--- src/pkg/sim_defines.svh ---
/*
 timing counts and reset values for the safety input interlock monitor.
 assumes a 100 MHz core clock.
*/
`ifndef SIM_DEFINES_SVH
`define SIM_DEFINES_SVH
`define SIM_CLK_PERIOD_NS   10
`define SIM_SIMUL_WIN_MS    500
`define SIM_SIMUL_WIN_CYC   ((`SIM_SIMUL_WIN_MS * 1000000) / `SIM_CLK_PERIOD_NS)
`define SIM_OUT_RST         1'b0
`define SIM_LATCH_RST       1'b1
`define SIM_SYNC_RST        7'h13
`define SIM_START_PREV_RST  1'b1
`endif

--- src/pkg/sim_pkg.sv ---
/*
 types for the safety input interlock monitor.
 assumes nothing of its surroundings.
*/
package sim_pkg;
    typedef enum logic [2:0] {
        THI_IDLE,
        THI_WAIT_SECOND,
        THI_ACTIVE,
        THI_WAIT_RELEASE
    } sim_thi_state_t;

    typedef enum logic [1:0] {
        GRD_STOPPED,
        GRD_RUNNING
    } sim_grd_state_t;
endpackage

--- src/rtl/sim_safety_input_interlock_monitor.sv ---
/*
 safety input interlock monitor: two-hand initiation, guard monitoring, latched stop.
 assumes active-high pin inputs from outside the clock domain, synchronised here;
 the machine control outside provides anti-repeat control.
 hand and start synchronisers reset to the actuated level, so a control held
 through reset reads as held and cannot start anything.
*/
//
// Contract
// - accept two-hand initiation only if both hands actuate within 500 ms
// - on window expiry, withhold initiation until both hands are released
// - two-hand output stays on only while both hands stay actuated
// - two-hand output turns off as soon as either hand releases
// - after cessation, both hands must release then actuate again
// - hazard output off while guard open; stop at once if guard opens
// - guard closing alone never turns on the hazard output
// - pass-through mode latches off after gate or optical stop
// - latched off clears only by dedicated reset, separate from start
`timescale 1ns/10ps
`include "sim_defines.svh"

module sim_safety_input_interlock_monitor #(
    parameter int unsigned SIMUL_WIN_CYC = `SIM_SIMUL_WIN_CYC
) (
    input  wire logic CORE_CLK_I,
    input  wire logic NRST_I,
    input  wire logic HAND_A_I,
    input  wire logic HAND_B_I,
    input  wire logic GUARD_CLOSED_I,
    input  wire logic OPTICAL_CLEAR_I,
    input  wire logic START_I,
    input  wire logic LATCH_RESET_I,
    input  wire logic PASS_THROUGH_MODE_I,
    output logic      TWO_HAND_INITIATION_O,
    output logic      MACHINE_PRIMARY_CONTROL_ELEMENT_O,
    output logic      LATCHED_OFF_O
);
    import sim_pkg::*;

    localparam int unsigned TW = $clog2(SIMUL_WIN_CYC + 1);

    // both hand controls released
    function automatic logic both_released(input logic a, input logic b);
        return !a && !b;
    endfunction

    // both hand controls actuated
    function automatic logic both_actuated(input logic a, input logic b);
        return a && b;
    endfunction

    // two-flop synchronisers for all pins
    logic [6:0] sync1_ff;
    logic [6:0] sync2_ff;
    logic [6:0] nxt_sync1;
    logic [6:0] nxt_sync2;
    logic       hand_a;
    logic       hand_b;
    logic       guard_closed;
    logic       optical_clear;
    logic       start_in;
    logic       latch_rst_in;
    logic       pt_mode;

    always_comb begin
        nxt_sync1 = {PASS_THROUGH_MODE_I,
                     LATCH_RESET_I,
                     START_I,
                     OPTICAL_CLEAR_I,
                     GUARD_CLOSED_I,
                     HAND_B_I,
                     HAND_A_I};
        nxt_sync2 = sync1_ff;
    end

    always_ff @(posedge CORE_CLK_I or negedge NRST_I) begin
        if (!NRST_I) begin
            sync1_ff <= `SIM_SYNC_RST;
            sync2_ff <= `SIM_SYNC_RST;
        end else begin
            sync1_ff <= nxt_sync1;
            sync2_ff <= nxt_sync2;
        end
    end

    assign {pt_mode,
            latch_rst_in,
            start_in,
            optical_clear,
            guard_closed,
            hand_b,
            hand_a} = sync2_ff;

    // two-hand state machine
    sim_thi_state_t thi_state_ff;
    sim_thi_state_t nxt_thi_state;
    logic [TW-1:0]  win_cnt_ff;
    logic [TW-1:0]  nxt_win_cnt;
    logic           thi_out_ff;
    logic           nxt_thi_out;

    always_comb begin
        nxt_thi_state = thi_state_ff;
        nxt_win_cnt   = win_cnt_ff;
        nxt_thi_out   = 1'b0;
        case (thi_state_ff)
            THI_IDLE: begin
                if (both_actuated(hand_a, hand_b)) begin
                    nxt_thi_state = THI_ACTIVE;
                    nxt_thi_out   = 1'b1;
                end else if (hand_a || hand_b) begin
                    nxt_thi_state = THI_WAIT_SECOND;
                    nxt_win_cnt   = TW'(1);
                end
            end
            THI_WAIT_SECOND: begin
                if (both_released(hand_a, hand_b)) begin
                    nxt_thi_state = THI_IDLE;
                end else if (both_actuated(hand_a, hand_b) &&
                             win_cnt_ff <= TW'(SIMUL_WIN_CYC)) begin
                    nxt_thi_state = THI_ACTIVE;
                    nxt_thi_out   = 1'b1;
                end else if (win_cnt_ff >= TW'(SIMUL_WIN_CYC)) begin
                    nxt_thi_state = THI_WAIT_RELEASE;
                end else begin
                    nxt_win_cnt = win_cnt_ff + TW'(1);
                end
            end
            THI_ACTIVE: begin
                if (both_actuated(hand_a, hand_b)) begin
                    nxt_thi_out = 1'b1;
                end else begin
                    nxt_thi_state = THI_WAIT_RELEASE;
                end
            end
            THI_WAIT_RELEASE: begin
                if (both_released(hand_a, hand_b)) begin
                    nxt_thi_state = THI_IDLE;
                end
            end
            default: begin
                nxt_thi_state = THI_WAIT_RELEASE;
            end
        endcase
    end

    always_ff @(posedge CORE_CLK_I or negedge NRST_I) begin
        if (!NRST_I) begin
            thi_state_ff <= THI_WAIT_RELEASE;
            win_cnt_ff   <= '0;
            thi_out_ff   <= `SIM_OUT_RST;
        end else begin
            thi_state_ff <= nxt_thi_state;
            win_cnt_ff   <= nxt_win_cnt;
            thi_out_ff   <= nxt_thi_out;
        end
    end

    // guard and optical monitoring with latched stop
    sim_grd_state_t grd_state_ff;
    sim_grd_state_t nxt_grd_state;
    logic           latch_ff;
    logic           nxt_latch;
    logic           haz_out_ff;
    logic           nxt_haz_out;
    // start edge reference; resets high so a start held through reset is no edge
    logic           start_prev_ff;
    logic           safe_ok;
    logic           start_edge;

    always_comb begin
        safe_ok       = guard_closed && optical_clear;
        start_edge    = start_in && !start_prev_ff;
        nxt_grd_state = grd_state_ff;
        nxt_latch     = latch_ff;
        nxt_haz_out   = 1'b0;
        if (!safe_ok) begin
            nxt_grd_state = GRD_STOPPED;
            if (pt_mode) begin
                nxt_latch = 1'b1;
            end
        end else if (latch_ff) begin
            if (latch_rst_in) begin
                nxt_latch = 1'b0;
            end
        end else begin
            case (grd_state_ff)
                GRD_STOPPED: begin
                    if (start_edge && !latch_rst_in) begin
                        nxt_grd_state = GRD_RUNNING;
                    end
                end
                GRD_RUNNING: begin
                    nxt_haz_out = 1'b1;
                end
                default: begin
                    nxt_grd_state = GRD_STOPPED;
                end
            endcase
            if (nxt_grd_state == GRD_RUNNING) begin
                nxt_haz_out = 1'b1;
            end
        end
    end

    always_ff @(posedge CORE_CLK_I or negedge NRST_I) begin
        if (!NRST_I) begin
            grd_state_ff  <= GRD_STOPPED;
            latch_ff      <= `SIM_LATCH_RST;
            haz_out_ff    <= `SIM_OUT_RST;
            start_prev_ff <= `SIM_START_PREV_RST;
        end else begin
            grd_state_ff  <= nxt_grd_state;
            latch_ff      <= nxt_latch;
            haz_out_ff    <= nxt_haz_out;
            start_prev_ff <= start_in;
        end
    end

    assign TWO_HAND_INITIATION_O             = thi_out_ff;
    assign MACHINE_PRIMARY_CONTROL_ELEMENT_O = haz_out_ff;
    assign LATCHED_OFF_O                     = latch_ff;
endmodule

--- config.mk ---
export PLATFORM = sky130hd
export DESIGN_NAME = sim_safety_input_interlock_monitor
export DESIGN_NICKNAME = d
export VERILOG_FILES = /design/src/pkg/sim_pkg.sv /design/src/rtl/sim_safety_input_interlock_monitor.sv
export VERILOG_INCLUDE_DIRS = /design/src /design/src/pkg
export SDC_FILE = /design/constraint.sdc
export NUM_CORES = 1
export LEC_CHECK = 0
export BUFFER_PORTS_ARGS = -buffer_cell sky130_fd_sc_hd__buf_2
export CORE_AREA = 2 2 91 93
export CTS_CLUSTER_SIZE = 30
export DETAILED_ROUTE_END_ITERATION = 16
export DIE_AREA = 0 0 93 95
export GPL_TIMING_DRIVEN = 1
export SYNTH_ARGS = -nofsm -noshare
export SYNTH_HDL_FRONTEND = slang
export SYNTH_SLANG_ARGS = --single-unit
--- constraint.sdc ---
create_clock -name CORE_CLK_I -period 5.2 [get_ports CORE_CLK_I]
set_input_delay 0.26 -clock CORE_CLK_I [delete_from_list [all_inputs] [get_ports CORE_CLK_I]]
set_output_delay 0.26 -clock CORE_CLK_I [all_outputs]
set_load 0.02 [all_outputs]
# Yosys cells after proc, flatten, opt, wreduce, memory -nomap -nowiden
# Cells that the tools add are included.
# Widths: inputs -> output; s select.
[op_classes]
n_addsub = 1
magnitude_cmp = 2
eq_ne = 15
muxes = 32
reduce_logical = 18
[ops]
columns = ["operator", "n"]
rows = [
  ["$mux 26", 5],
  ["$pmux 26 s2", 1],
  ["$add 26x1->26 const B", 1],
  ["$ge 26x26->1 const B", 1],
  ["$le 26x26->1 const B", 1],
  ["$mux 3", 7],
  ["$ne 2x2->1 const B", 8],
  ["$pmux 3 s4", 1],
  ["$mux 1", 11],
  ["$mux 2", 5],
  ["$eq 3x2->1 const B", 2],
  ["$logic_and 1x1->1", 6],
  ["$reduce_and 6->1", 1],
  ["$eq 2x1->1 const B", 2],
  ["$logic_not 1->1", 4],
  ["$ne 4x4->1 const B", 1],
  ["$pmux 2 s2", 1],
  ["$reduce_and 4->1", 1],
  ["$reduce_bool 2->1", 2],
  ["$eq 3x1->1 const B", 1],
  ["$logic_not 3->1", 1],
  ["$ne 3x3->1 const B", 1],
  ["$logic_not 2->1", 1],
  ["$pmux 1 s2", 1],
  ["2 further kinds", 2],
]
[totals]
ff_bits = 49
input_bits = 9
wordCells = 77

# Longest topological paths before layout
# Gate-level depths: netlist of the first run.
[depth]
ltp_word = 11
depth_mapped = 8

# Least setup slack after synthesis of the first run
# Ideal clock, no wire load.
[synth_path]
path_type = "reg-to-reg"
start = "register win_cnt_ff[24]"
end = "register win_cnt_ff[11]"
t_arrival_ns = 1.658
required_ns = 5.069
setup_slack_ns = 3.411
path_stages_with_launch = 8
n_path_buf = 2
path_cell_list = "dfrtp_1 > and4bb_1 > nand3_2 > a211oi_4 > buf_6 > buf_4 > nor3_1 > a2bb2oi_1"
[synth_between]
elab_chain_cells = 4
word_cells_on_any_way = 6
cone_classes = "order compare: 2; eq/ne: 2; reduce/logical: 2"
[synth_lines]
columns = ["element", "line_no", "text"]
rows = [
  ["start: declaration", "sim_safety_input_interlock_monitor.sv:97", "logic [TW-1:0] win_cnt_ff;"],
  ["start signal: assignment", "sim_safety_input_interlock_monitor.sv:154", "win_cnt_ff <= nxt_win_cnt;"],
  ["$le 26x26->1", "sim_safety_input_interlock_monitor.sv:120", "win_cnt_ff <= TW'(SIMUL_WIN_CYC)) begin"],
  ["$logic_and 1x1->1", "sim_safety_input_interlock_monitor.sv:119", "end else if (both_actuated(hand_a, hand_b) &&"],
  ["$ne 2x2->1 (no line)", "n/a", ""],
  ["$reduce_and 6->1 (no line) (*)", "n/a", ""],
]
# Every way passes the cells marked *; elsewhere a longest branch is shown, timed or not.
# A chain may end at the register's enable or synchronous reset.

# Worst setup path after layout of the first run
[layout_path]
start = "register win_cnt_ff[16]"
end = "register win_cnt_ff[0]"
# The elaborated chain is that of the path after synthesis.

==> summary.md, run 1 <==
The weighted congestion reported at the end of routability-driven placement came out at 0.802. The synthesized netlist occupies a cell area of 2530 µm². For the worst endpoint data arrival time, the log shows 2850 ps.

Leaving out fill and tap cells, the most frequent cells in the layout are 38 x sky130_fd_sc_hd__dfrtp_1, 28 x sky130_fd_sc_hd__nand2_1, 17 x sky130_fd_sc_hd__or3_1, 15 x sky130_fd_sc_hd__nand3_1, 15 x sky130_fd_sc_hd__o311ai_1. The tools report the number of buffers added to fix hold violations after cts as 0. The total area inside the core boundary comes to 7930 µm². Sequential cells were found to cover 47.9% of the synthesized design area.

The logs give 0 for the number of max-cap violations and 2004 for the total via count in the routed design. The period utilization works out to 51.2%. TritonCTS built the clock tree. The H-tree was split into 2 levels.

Clock-pin slew was measured on the worst setup and hold paths at 100 ps. The required time of the critical path came out at 5390 ps. The critical path in this run is classified as reg -> reg. The remaining antenna violation count was 0. Clock tree synthesis inserted a total of 5 buffers.

Synthesis instantiated 58 different standard cells from the library. The run gives 106 as the number of DRC violations after detailed-routing iteration 0. For this design the ratio of total power to cell area is 333 nW/µm². Counting every sink on the clock net gives 48.

The tightest min-delay check is of the in -> async type. In this run the mean area of a mapped cell was 9.97 µm². The synthesis-to-finish area growth was 8.65%; the maximum operating frequency was 375 MHz.

Setup repair after global routing left no endpoint under its margin. For the row count, the log shows 33. The worst vdd rail ir drop is 0.000115 V, and the initial antenna violation count is 0. The share of flip-flops with an asynchronous set or reset after synthesis came out at 100%. The cell count after synthesis came out at 254. Prior to clock tree synthesis, the placed netlist has a worst setup slack of 2570 ps. The tools report the cell chosen for the clock root as sky130_fd_sc_hd__clkbuf_8. At the pin with the least slew margin, the transition time is 991 ps. The largest stage delay on the critical path came out at 820 ps. Among all stages on the critical path, the largest delay is contributed by sky130_fd_sc_hd__a211oi_4. Entering global routing, the biggest net connects 49 pins. Global routing used 13.1% of the available tracks across all layers. The share of post-route cells with drive strength above 1 came out at 17.4%. The most frequent standard cell in the layout excluding fill and tap cells was sky130_fd_sc_hd__dfrtp_1. The via count normalized by instance count works out to 5.52. For this run, design rule violations remaining after detail routing come to 0. Dividing the detail-routed wire length by the instance count gives 14.7 µm.

The clock latency reported for the late side of the worst-skew pair was 310 ps; the global-route wire length before repair was 9.29 mm. The HPWL after detailed placement is 3.55 mm. For the post-CTS setup repair buffer count, the log shows 0.

Counting tap cells, the placed design contains a total of 355 instances. The height of the die was 95 µm; the synthesized net count was 265. After the last flow step, the layout net total stands at 268. The routed design could run at a clock period as short as 2660 ps. The logs give 33.7% for the remaining max-slew budget at the tightest pin and 31.9% for the starting utilization of the core area.

In this run the count of I/O pins placed on the die edge is 12. The finished layout holds 363 standard cells, fillers aside. The logs give 0 for the number of pins exceeding their max-slew limit in the final report and 8840 µm² for the die area. The horizontal die dimension is 93 µm, and the number of input and output port buffers inserted is 11.

For this run, the leading register cell type out of synthesis is sky130_fd_sc_hd__dfrtp_1. Yosys mapped a number of flops with a built-in enable equal to 0. For the final routed database, the setup TNS stands at 0 ps.

Leakage power: 1.09 nW. Setup violations remaining at the end of the flow were counted as 0. For the largest buffer count on any clock path, the log shows 2. The via count of the first global-routing pass is 1893. The final layout contains routed wiring with a total length of 5.34 mm. The number of detailed-route iterations in the first pass is 4. Traced cell by cell, the critical path runs through a211oi_2 > o221a_2 > a211oi_4 > buf_4 > a21o_1 > o21ai_1. The number of cells upsized or downsized after cts was 0; the minimum setup slack in the final design was 2540 ps. Largest fanout on the critical path: 26. The kind of end point of the critical path is a flop. Counting flops and latches in the post-synthesis netlist gives 48. The run finished with clean final reports.

The Yosys step of the flow raised 0 warnings. After layout, the design draws a total of 0.000914 W. For the final database, setup skew stands at 5.80 ps. The number of hold-slack violations in the final timing report is 0, and the number of inserted diodes is 0. The sum of overflow across all layers after global routing was 0. Category of the worst setup path launch point: a flop.
metrics by stage:
step / hold WS (ps) / utilization, % / instance area [µm²]
floorplan: -35.6 / - / 2530
global placement: 333 / 33.2 / 2640
detailed placement: 336 / 33.2 / 2640
CTS: 32.2 / 34.7 / 2750
global route: 27.4 / 34.7 / 2750
finish: 41.3 / 34.7 / 2750
synthesized netlist by cell type, types with 3 or more instances:
master | instances | area (µm²)
sky130_fd_sc_hd__dfrtp_1 | 38 | 951
sky130_fd_sc_hd__nand2_1 | 28 | 105
sky130_fd_sc_hd__or3_1 | 17 | 106
sky130_fd_sc_hd__nand3_1 | 15 | 75.1
sky130_fd_sc_hd__o311ai_1 | 15 | 131
sky130_fd_sc_hd__inv_1 | 12 | 45.0
sky130_fd_sc_hd__o211ai_1 | 11 | 82.6
sky130_fd_sc_hd__dfstp_2 | 10 | 263
sky130_fd_sc_hd__o21ai_0 | 8 | 40.0
sky130_fd_sc_hd__nor2_1 | 7 | 26.3
sky130_fd_sc_hd__nor3_1 | 7 | 35.0
sky130_fd_sc_hd__and3_1 | 6 | 37.5
sky130_fd_sc_hd__buf_2 | 6 | 30.0
sky130_fd_sc_hd__clkbuf_1 | 5 | 18.8
sky130_fd_sc_hd__nand4_1 | 5 | 31.3
sky130_fd_sc_hd__or4_1 | 5 | 37.5
sky130_fd_sc_hd__a21oi_1 | 4 | 20.0
sky130_fd_sc_hd__o22a_1 | 4 | 35.0
sky130_fd_sc_hd__buf_4 | 3 | 22.5
sky130_fd_sc_hd__nor4_1 | 3 | 18.8
layout make-up:
class / instances / area [µm²]
Clock buffer: 5 / 68.8
Clock inverter: 3 / 46.3
Fill cell: 827 / 5180
Inverter: 12 / 45.0
Multi-Input combinational cell: 177 / 1170
Sequential cell: 48 / 1210
Tap cell: 105 / 131
Timing Repair Buffer: 13 / 70.1
worst max-delay path, delay by kind of cell, from the launching register on:
| kind | cells | cell delay, ps |
|---|---|---|
| DFF | 1 | 550 |
| buffers and inverters | 1 | 390 |
| AOI/OAI and AO/OA | 5 | 1600 |
logic make-up (layout without fill, tap and decap cells):
| family | Yosys count | after routing | share of synthesized area, % |
|---|---|---|---|
| buf+inv | 29 | 33 | 5.63 |
| compound gates | 64 | 64 | 20.1 |
| xor+xnor | 1 | 1 | 0.346 |
| fa+ha+maj | 2 | 2 | 0.988 |
| flops | 48 | 48 | 47.9 |
| simple gates | 110 | 110 | 25.0 |
where the power goes:
part	leakage [nW]	switching (W)	internal, W	total (W)
registers	0.594	0.0000646	0.000414	0.000478
logic	0.437	0.0000934	0.0000639	0.000157
clock network	0.0548	0.000134	0.000145	0.000279
total	1.09	0.000292	0.000623	0.000914
metal layers:
| layer | up-vias | track usage [%] | wire [µm] |
|---|---|---|---|
| met2 | 29 | 22.4 | 2670 |
| met1 | 1004 | 16.9 | 2480 |
| met4 | 0 | 3.19 | 38 |
| li1 | 967 | - | - |
| met3 | 4 | 2.71 | 158 |
| met5 | - | 0 | 0 |
path summary, 6_finish.rpt:
| kind | startpoint | cells after the start | slack, ps | end |
|---|---|---|---|---|
| max | win_cnt_ff[16] | 6 | 2540 | win_cnt_ff[0] |
| max in group asynchronous | NRST_I | 2 | 4760 | win_cnt_ff[3] |
| min reg2reg | nxt_sync2[2] | 0 | 360 | sync2_ff[2] |
| min | NRST_I | 2 | 40 | win_cnt_ff[13] |
| min in group CORE_CLK_I | HAND_B_I | 1 | 40 | nxt_sync2[1] |
| max reg2reg | win_cnt_ff[16] | 6 | 2540 | win_cnt_ff[0] |
registers in the layout, indices dropped and copies added, names as in the netlist:
name / flops
MACHINE_PRIMARY_CONTROL_ELEMENT_O: 1
TWO_HAND_INITIATION_O: 1
win_cnt_ff: 26
grd_state_ff: 2
thi_state_ff: 2
nxt_sync2: 7
start_prev_ff: 1
sync2_ff: 7
LATCHED_OFF_O: 1
Note: power is estimated with default switching activity, not from simulation.
==> run 2: changes to the inputs <==
clock period = 2.6 ns   (was 5.2 ns; I/O delays follow)
==> run 2 against run 1 <==
- final cell count grew 3.3%
- combinational power increased by 120%
- final area up 4.0%
- highest routed layer unchanged
- maximum frequency is 24% higher
- critical path type unchanged
==> summary.md, run 2 (synthesized netlist as in run 1, its figures left out) <==
The tools report the post-place instance area as 2670 µm² (+1.1%). The placeable core region is 7930 µm² (unchanged). The met2 layer wire length in the routed design was 2.55 mm (-4.2%). The run gives 0 (unchanged) as the post-CTS setup repair buffer count. The final wirelength is 5.38 mm (+0.71%). The power per cell area is 646 nW/µm² (+94%).

Total half-perimeter wirelength after legalization and detailed placement: 3.56 mm (+0.42%). The category of the worst setup path launch point is a flop. The area growth from synthesis to layout is 13.0%. The H-tree depth is 2 (unchanged), and the number of pins exceeding their max-slew limit in the final report is 0 (unchanged).

The clock transition at the register clock pins on the worst setup and hold paths after CTS works out to 90 ps (about the same). The clock latency reported for the late side of the worst-skew pair came out at 310 ps (about the same). The remaining max-slew budget at the tightest pin came out at 59.4% (+26 points). The largest buffer count on any clock path came out at 2 (unchanged). Leaving out fill and tap cells, the most frequent cell in the layout is sky130_fd_sc_hd__dfrtp_1. The number of max-cap violations came out at 0 (unchanged). Leaving out fill and tap cells, the most frequent cells in the layout are 38 x sky130_fd_sc_hd__dfrtp_1, 28 x sky130_fd_sc_hd__nand2_1, 17 x sky130_fd_sc_hd__or3_1, 15 x sky130_fd_sc_hd__nand3_1, 15 x sky130_fd_sc_hd__o311ai_1.

The slew at the pin with the worst max-slew slack was 609 ps (-382 ps). The tools report the maximum operating frequency as 465 MHz (+24%). Weighted congestion reported at the end of routability-driven placement: 0.787 (-1.9%). The path class of the tightest hold or removal check is reg -> reg. The post-layout minimum cycle time is 2150 ps (-515 ps), and the leakage power is 1.14 nW (+5.1%). The maximum number of pins on one net before global-route repair came out at 49 (unchanged).

The run gives 36.1% (+1.4 points) as the final core utilization. The remaining antenna violation count was 0 (unchanged); the starting utilization of the core area was 31.9% (unchanged). The tree is rooted in a sky130_fd_sc_hd__clkbuf_8. Setup repair after global routing left no endpoint under its margin. The logs give 450 ps (-2090 ps) for the minimum setup slack in the final design and 33 (unchanged) for the row count. The total non-filler cell area in the finished layout was 2860 µm² (+4.0%). The logs give 48 (unchanged) for the number of clock sinks seen by CTS and 2810 ps (-2580 ps) for the required time of the critical path. Sum of negative setup slack: 0 ps (unchanged). The startpoint identified for the worst hold timing path is nxt_sync2[0].

The height of the die was 95 µm (unchanged); the sum of overflow across all layers after global routing was 0 (unchanged). The number of remaining DRC errors was 0 (unchanged); the flip-flop count of the largest register, all copies and words added was 26 (unchanged). Via count normalized by instance count: 5.40 (-2.2%). The die area was 8840 µm² (unchanged); the fraction of power consumed by the clock network was 30.6% (about the same). The number of buffers inserted during clock tree synthesis was 5 (unchanged).

The largest fanout on the critical path was 7 (-73%). The worst register-to-register path begins at win_cnt_ff[0]. The logs give 280 (+4.5%) for the final net count and 4 (unchanged) for the number of detailed-route iterations in the first pass.

Average detailed-routed wire length per instance: 14.3 µm (-2.5%). The share of post-route cells with drive strength above 1 is 18.1% (+0.71 points), and the total routed wire length on the met1 layer is 2.60 mm (+4.6%). The run gives 163 µm (+3.2%) as the met3 wire length. The total via count in the routed design was 2024 (+1.0%); the horizontal die dimension was 93 µm (unchanged). Highest routed metal layer: met4. The number of setup violations in the final report is 0 (unchanged), and the switching power of the nets is 0.000588 W (+100%). The number of hold-slack violations in the final timing report was 0 (unchanged).

The type of the worst setup path is reg -> reg. The tools report the worst endpoint data arrival time as 2360 ps (-490 ps). The tools report the kind of end point of the critical path as a flop. The flow ran to the end, and the final reports show no timing, DRC or antenna violations. The tools report the reg2reg setup slack as 450 ps (-2090 ps). Period utilization: 82.7% (+31 points). The via count of the first global-routing pass was 1992 (+5.2%). Ranked by flip-flop count, first place goes to win_cnt_ff. The number of inserted diodes came out at 0 (unchanged).

The number of input and output port buffers inserted was 11 (unchanged). For the relative contribution of combinational cells to total power, the log shows 18.9% (+1.7 points). The worst clock skew came out at 6.35 ps (+0.550 ps). Critical path startpoint: win_cnt_ff[0]. The I/O pin total is 12 (unchanged), and the global-route wire length before repair is 9.66 mm (+4.0%). The initial antenna violation count was 0 (unchanged). The design internal power came out at 0.00126 W (+100%).

The logs give 13.6% (+0.53 points) for the total track usage and 361 ps (+320 ps) for the worst hold slack. The run gives 0.000403 V (+250%) as the worst vdd rail ir drop. The number of cells upsized or downsized after cts came out at 0 (unchanged). The proportion of total power due to net switching came out at 31.8% (-0.097 points). For the share of total power in sequential cells, the log shows 50.5% (-1.8 points).

TritonCTS built the clock tree. The number of DRC violations after detailed-routing iteration 0 was 170 (+60%). The placement-stage worst setup slack was 492 ps (-2080 ps).
[run 2: per-stage QoR]
stage          instances  total power, W
2_1_floorplan        254         0.00119
3_3_place_gp         359         0.00128
3_5_place_dp         359         0.00129
4_1_cts              375         0.00187
5_1_grt              375         0.00197
6_report             375         0.00185
[run 2: final cells by class]
class / instances / area (µm²)
fill: 824 / 5070
sequential: 48 / 1210
multi-input combinational: 177 / 1170
timing repair buffer: 25 / 180
tap: 105 / 131
clock buffer: 5 / 68.8
clock inverter: 3 / 47.5
inverter: 12 / 45.0
[run 2: critical path: stages (launching register included)]
cell and delay [ps]:
sky130_fd_sc_hd__dfrtp_1 450, sky130_fd_sc_hd__ha_1 220, sky130_fd_sc_hd__nand4_1 220, sky130_fd_sc_hd__nor2_2 350, sky130_fd_sc_hd__nand2_1 210, sky130_fd_sc_hd__or3_1 370
sky130_fd_sc_hd__o311ai_1 220
[run 2: layer usage]
layer,up-vias,track usage [%]
met2,30,23.3
met5,-,0
met3,5,2.39
met4,0,4.17
met1,996,17.6
li1,993,-
[run 2: worst paths after layout]
check	cells after the start	end
min in group asynchronous	3	win_cnt_ff[14]
setup / recovery	6	win_cnt_ff[16]
hold / removal	0	sync2_ff[0]
hold reg to reg	0	sync2_ff[0]
setup reg to reg	6	win_cnt_ff[16]
max in group asynchronous	3	win_cnt_ff[17]
[run 2: what timing repair did]
item,in CTS,in global routing
hold endpoints to repair,45,0
endpoints found under the setup margin,0,0
hold buffers,8,0
[run 2: power groups by stage]
stage | registers, W | logic, W | clock network (W)
after global routing | 0.000949 | 0.000406 | 0.000613
after global placement | 0.000945 | 0.000336 | 0
after detailed placement | 0.000948 | 0.000342 | 0
after floorplan | 0.000913 | 0.000277 | 0
final | 0.000934 | 0.000349 | 0.000565
after CTS | 0.000933 | 0.000354 | 0.000583
==> run 3: changes to the inputs <==
clock period = 1.8 ns   (was 2.6 ns; I/O delays follow)
==> run 3 against run 2 <==
- the flow now finishes with violations (setup timing)
- final cell count increased by 12%
- core utilization increased by 5.2 points
- non-clock buffer count increased by 45
- final area increased by 14%
- global-route usage increased by 1.7 points
- clock skew increased by 1.9 ps
- die area unchanged
- clock power increased by 42%
- wire length increased by 14%
- critical path type unchanged
- critical endpoint is now win_cnt_ff[25]
- largest cell class is now multi-input combinational cells
- largest power group unchanged
==> summary.md, run 3 (synthesized netlist as in run 1, its figures left out) <==
The minimum setup slack in the final design is -68.5 ps (-519 ps). The worst clock skew came out at 8.24 ps (+1.90 ps). The power per cell area came out at 877 nW/µm² (+36%).

The tools report the share of total power in sequential cells as 46.2% (-4.3 points). TritonCTS built the clock tree. The category of the worst setup path launch point was a flop. Setup repair after global routing could not meet its margin everywhere. The remaining antenna violation count is 0 (unchanged). The largest fanout on the critical path was 24 (+17); the number of clock sinks seen by CTS was 48 (unchanged). The final reports fail on setup timing.

The global-route wire length before repair is 10.8 mm (+11%), and the total via count in the routed design is 2193 (+8.3%). For the number of DRC violations after detailed-routing iteration 0, the log shows 106 (-38%). The share of post-route cells with drive strength above 1 was 33.0% (+15 points). For the initial antenna violation count, the log shows 0 (unchanged). The logs give -651 ps (-651 ps) for the sum of negative setup slack and 0.000465 V (+15%) for the worst vdd rail ir drop. The fraction of power consumed by the clock network was 27.9% (-2.7 points); the number of remaining DRC errors was 0 (unchanged). The logs give 0.000886 W (+51%) for the switching power of the nets and 5 (unchanged) for the number of buffers inserted during clock tree synthesis. The required time of the critical path is 2030 ps (-780 ps), and the final core utilization is 41.3% (+5.2 points).

The row count was 33 (unchanged); the starting utilization of the core area was 31.9% (unchanged). The post-CTS setup repair buffer count is 0 (unchanged), and the final wirelength is 6.12 mm (+14%). The kind of end point of the critical path is a flop. The tools report the worst endpoint data arrival time as 2100 ps (-260 ps). The largest register by flop count is win_cnt_ff. The number of hold-slack violations in the final timing report is 0 (unchanged). The die area is 8840 µm² (unchanged). The tools report the maximum number of pins on one net before global-route repair as 30 (-39%). The remaining max-slew budget at the tightest pin was 69.0% (+9.6 points); the post-layout total power was 0.00287 W (+55%). The clock transition at the register clock pins on the worst setup and hold paths after CTS came out at 100 ps (about the same). The flip-flop count of the largest register, all copies and words added came out at 26 (unchanged).

The average detailed-routed wire length per instance is 14.6 µm (+1.6%). Most frequent standard cell in the layout excluding fill and tap cells: sky130_fd_sc_hd__buf_4. The type of the worst setup path is reg -> reg. The run gives 300 ps (about the same) as the clock latency reported for the late side of the worst-skew pair. The horizontal die dimension is 93 µm (unchanged), and the height of the die is 95 µm (unchanged).

The tools report the relative contribution of combinational cells to total power as 25.9% (+7.0 points). Compared with the post-synthesis result, the final layout area differs by 29.3%. The logs give 0 (unchanged) for the sum of overflow across all layers after global routing and 0 (unchanged) for the number of max-cap violations. The I/O pin total was 12 (unchanged). The number of input and output port buffers inserted was 11 (unchanged). Leaving out fill and tap cells, the most frequent cells in the layout are 49 x sky130_fd_sc_hd__buf_4, 36 x sky130_fd_sc_hd__dfrtp_1, 27 x sky130_fd_sc_hd__nand2_1, 15 x sky130_fd_sc_hd__nand3_1. Post-layout minimum cycle time: 1870 ps (-281 ps). Clock tree synthesis selected as its root buffer the cell sky130_fd_sc_hd__clkbuf_8.

The weighted congestion reported at the end of routability-driven placement is 0.813 (+3.4%), and the final net count is 325 (+16%). The proportion of total power due to net switching is 30.9% (-0.93 points), and the placeable core region is 7930 µm² (unchanged). The period utilization came out at 104% (+21 points). For the total half-perimeter wirelength after legalization and detailed placement, the log shows 4.24 mm (+19%). The largest buffer count on any clock path was 2 (unchanged).

The design internal power is 0.00198 W (+57%). The run finished, with violations left. Maximum operating frequency: 535 MHz (+15%).

The run gives 0 (unchanged) as the number of pins exceeding their max-slew limit in the final report. The via count normalized by instance count came out at 5.22 (-3.3%). The worst hold path belongs to the class in -> async. The H-tree depth is 2 (unchanged), and the number of detailed-route iterations in the first pass is 4 (unchanged). The via count of the first global-routing pass came out at 2207 (+11%). The slew at the pin with the worst max-slew slack was 466 ps (-144 ps). The number of inserted diodes was 0 (unchanged).

The total track usage was 15.3% (+1.7 points). Leakage power: 1.39 nW (+22%). The tools report the number of setup violations in the final report as 23 (+23).
run 3: cell count changes in the layout (fill, tap and decap cells not counted), sizes merged:
cell  previous run  this run
buf             17        62
run 3: per-layer routing:
layer / wire, µm / vias up / global-route usage [%]
li1: - / 1081 / -
met1: 2810 / 1069 / 19.8
met2: 3000 / 33 / 25.8
met3: 192 / 10 / 3.11
met4: 123 / 0 / 4.90
met5: 0 / - / 0
run 3: worst paths after layout:
kind	slack (ps)	to	cells after the start	from
worst max-delay path	-70	win_cnt_ff[25]	6	win_cnt_ff[17]
worst min-delay path	270	nxt_sync2[6]	2	NRST_I
worst max register to register	-70	win_cnt_ff[25]	6	win_cnt_ff[17]
worst min register to register	350	sync2_ff[6]	0	nxt_sync2[6]
max in group asynchronous	890	thi_state_ff[1]	3	NRST_I
min in group CORE_CLK_I	350	sync2_ff[6]	0	nxt_sync2[6]
run 3: final cells by class:
type	instances	area [µm²]
Fill cell	787	4650
Clock buffer	5	68.8
Timing Repair Buffer	70	534
Inverter	12	45.0
Sequential cell	48	1220
Tap cell	105	131
Clock inverter	3	47.5
Multi-Input combinational cell	177	1230
run 3: metrics by stage:
step,instance area (µm²),instances,hold WS (ps),setup WS (ps)
after floorplan,2530,254,-206,11.1
after global placement,3020,404,62.6,-97.9
after detailed placement,3020,404,71.1,-110
after CTS,3250,420,271,-76.2
after global routing,3270,420,303,-163
final,3270,420,268,-68.5
run 3: worst max-delay path, stage by stage, from the launching register on:
cell	delay, ps
sky130_fd_sc_hd__dfrtp_1	410
sky130_fd_sc_hd__a211oi_2	250
sky130_fd_sc_hd__o221a_2	250
sky130_fd_sc_hd__a211oi_4	50
sky130_fd_sc_hd__buf_12	170
sky130_fd_sc_hd__or4_1	530
sky130_fd_sc_hd__a22oi_2	120
run 3: timing repair:
item	in CTS	in global routing
hold buffers	8	0
setup endpoints to repair	26	29
cloned	0	0
pin swaps	1	0
gates resized for setup	8	5
endpoints found under the hold margin	19	0
run 3: power by group through the flow:
stage	logic (W)	clock network [W]	registers (W)
2_1_floorplan	0.000401	0	0.00132
3_3_place_gp	0.000694	0	0.00134
3_5_place_dp	0.000706	0	0.00134
4_1_cts	0.000735	0.000833	0.00132
5_1_grt	0.000836	0.000870	0.00135
6_report	0.000742	0.000801	0.00133
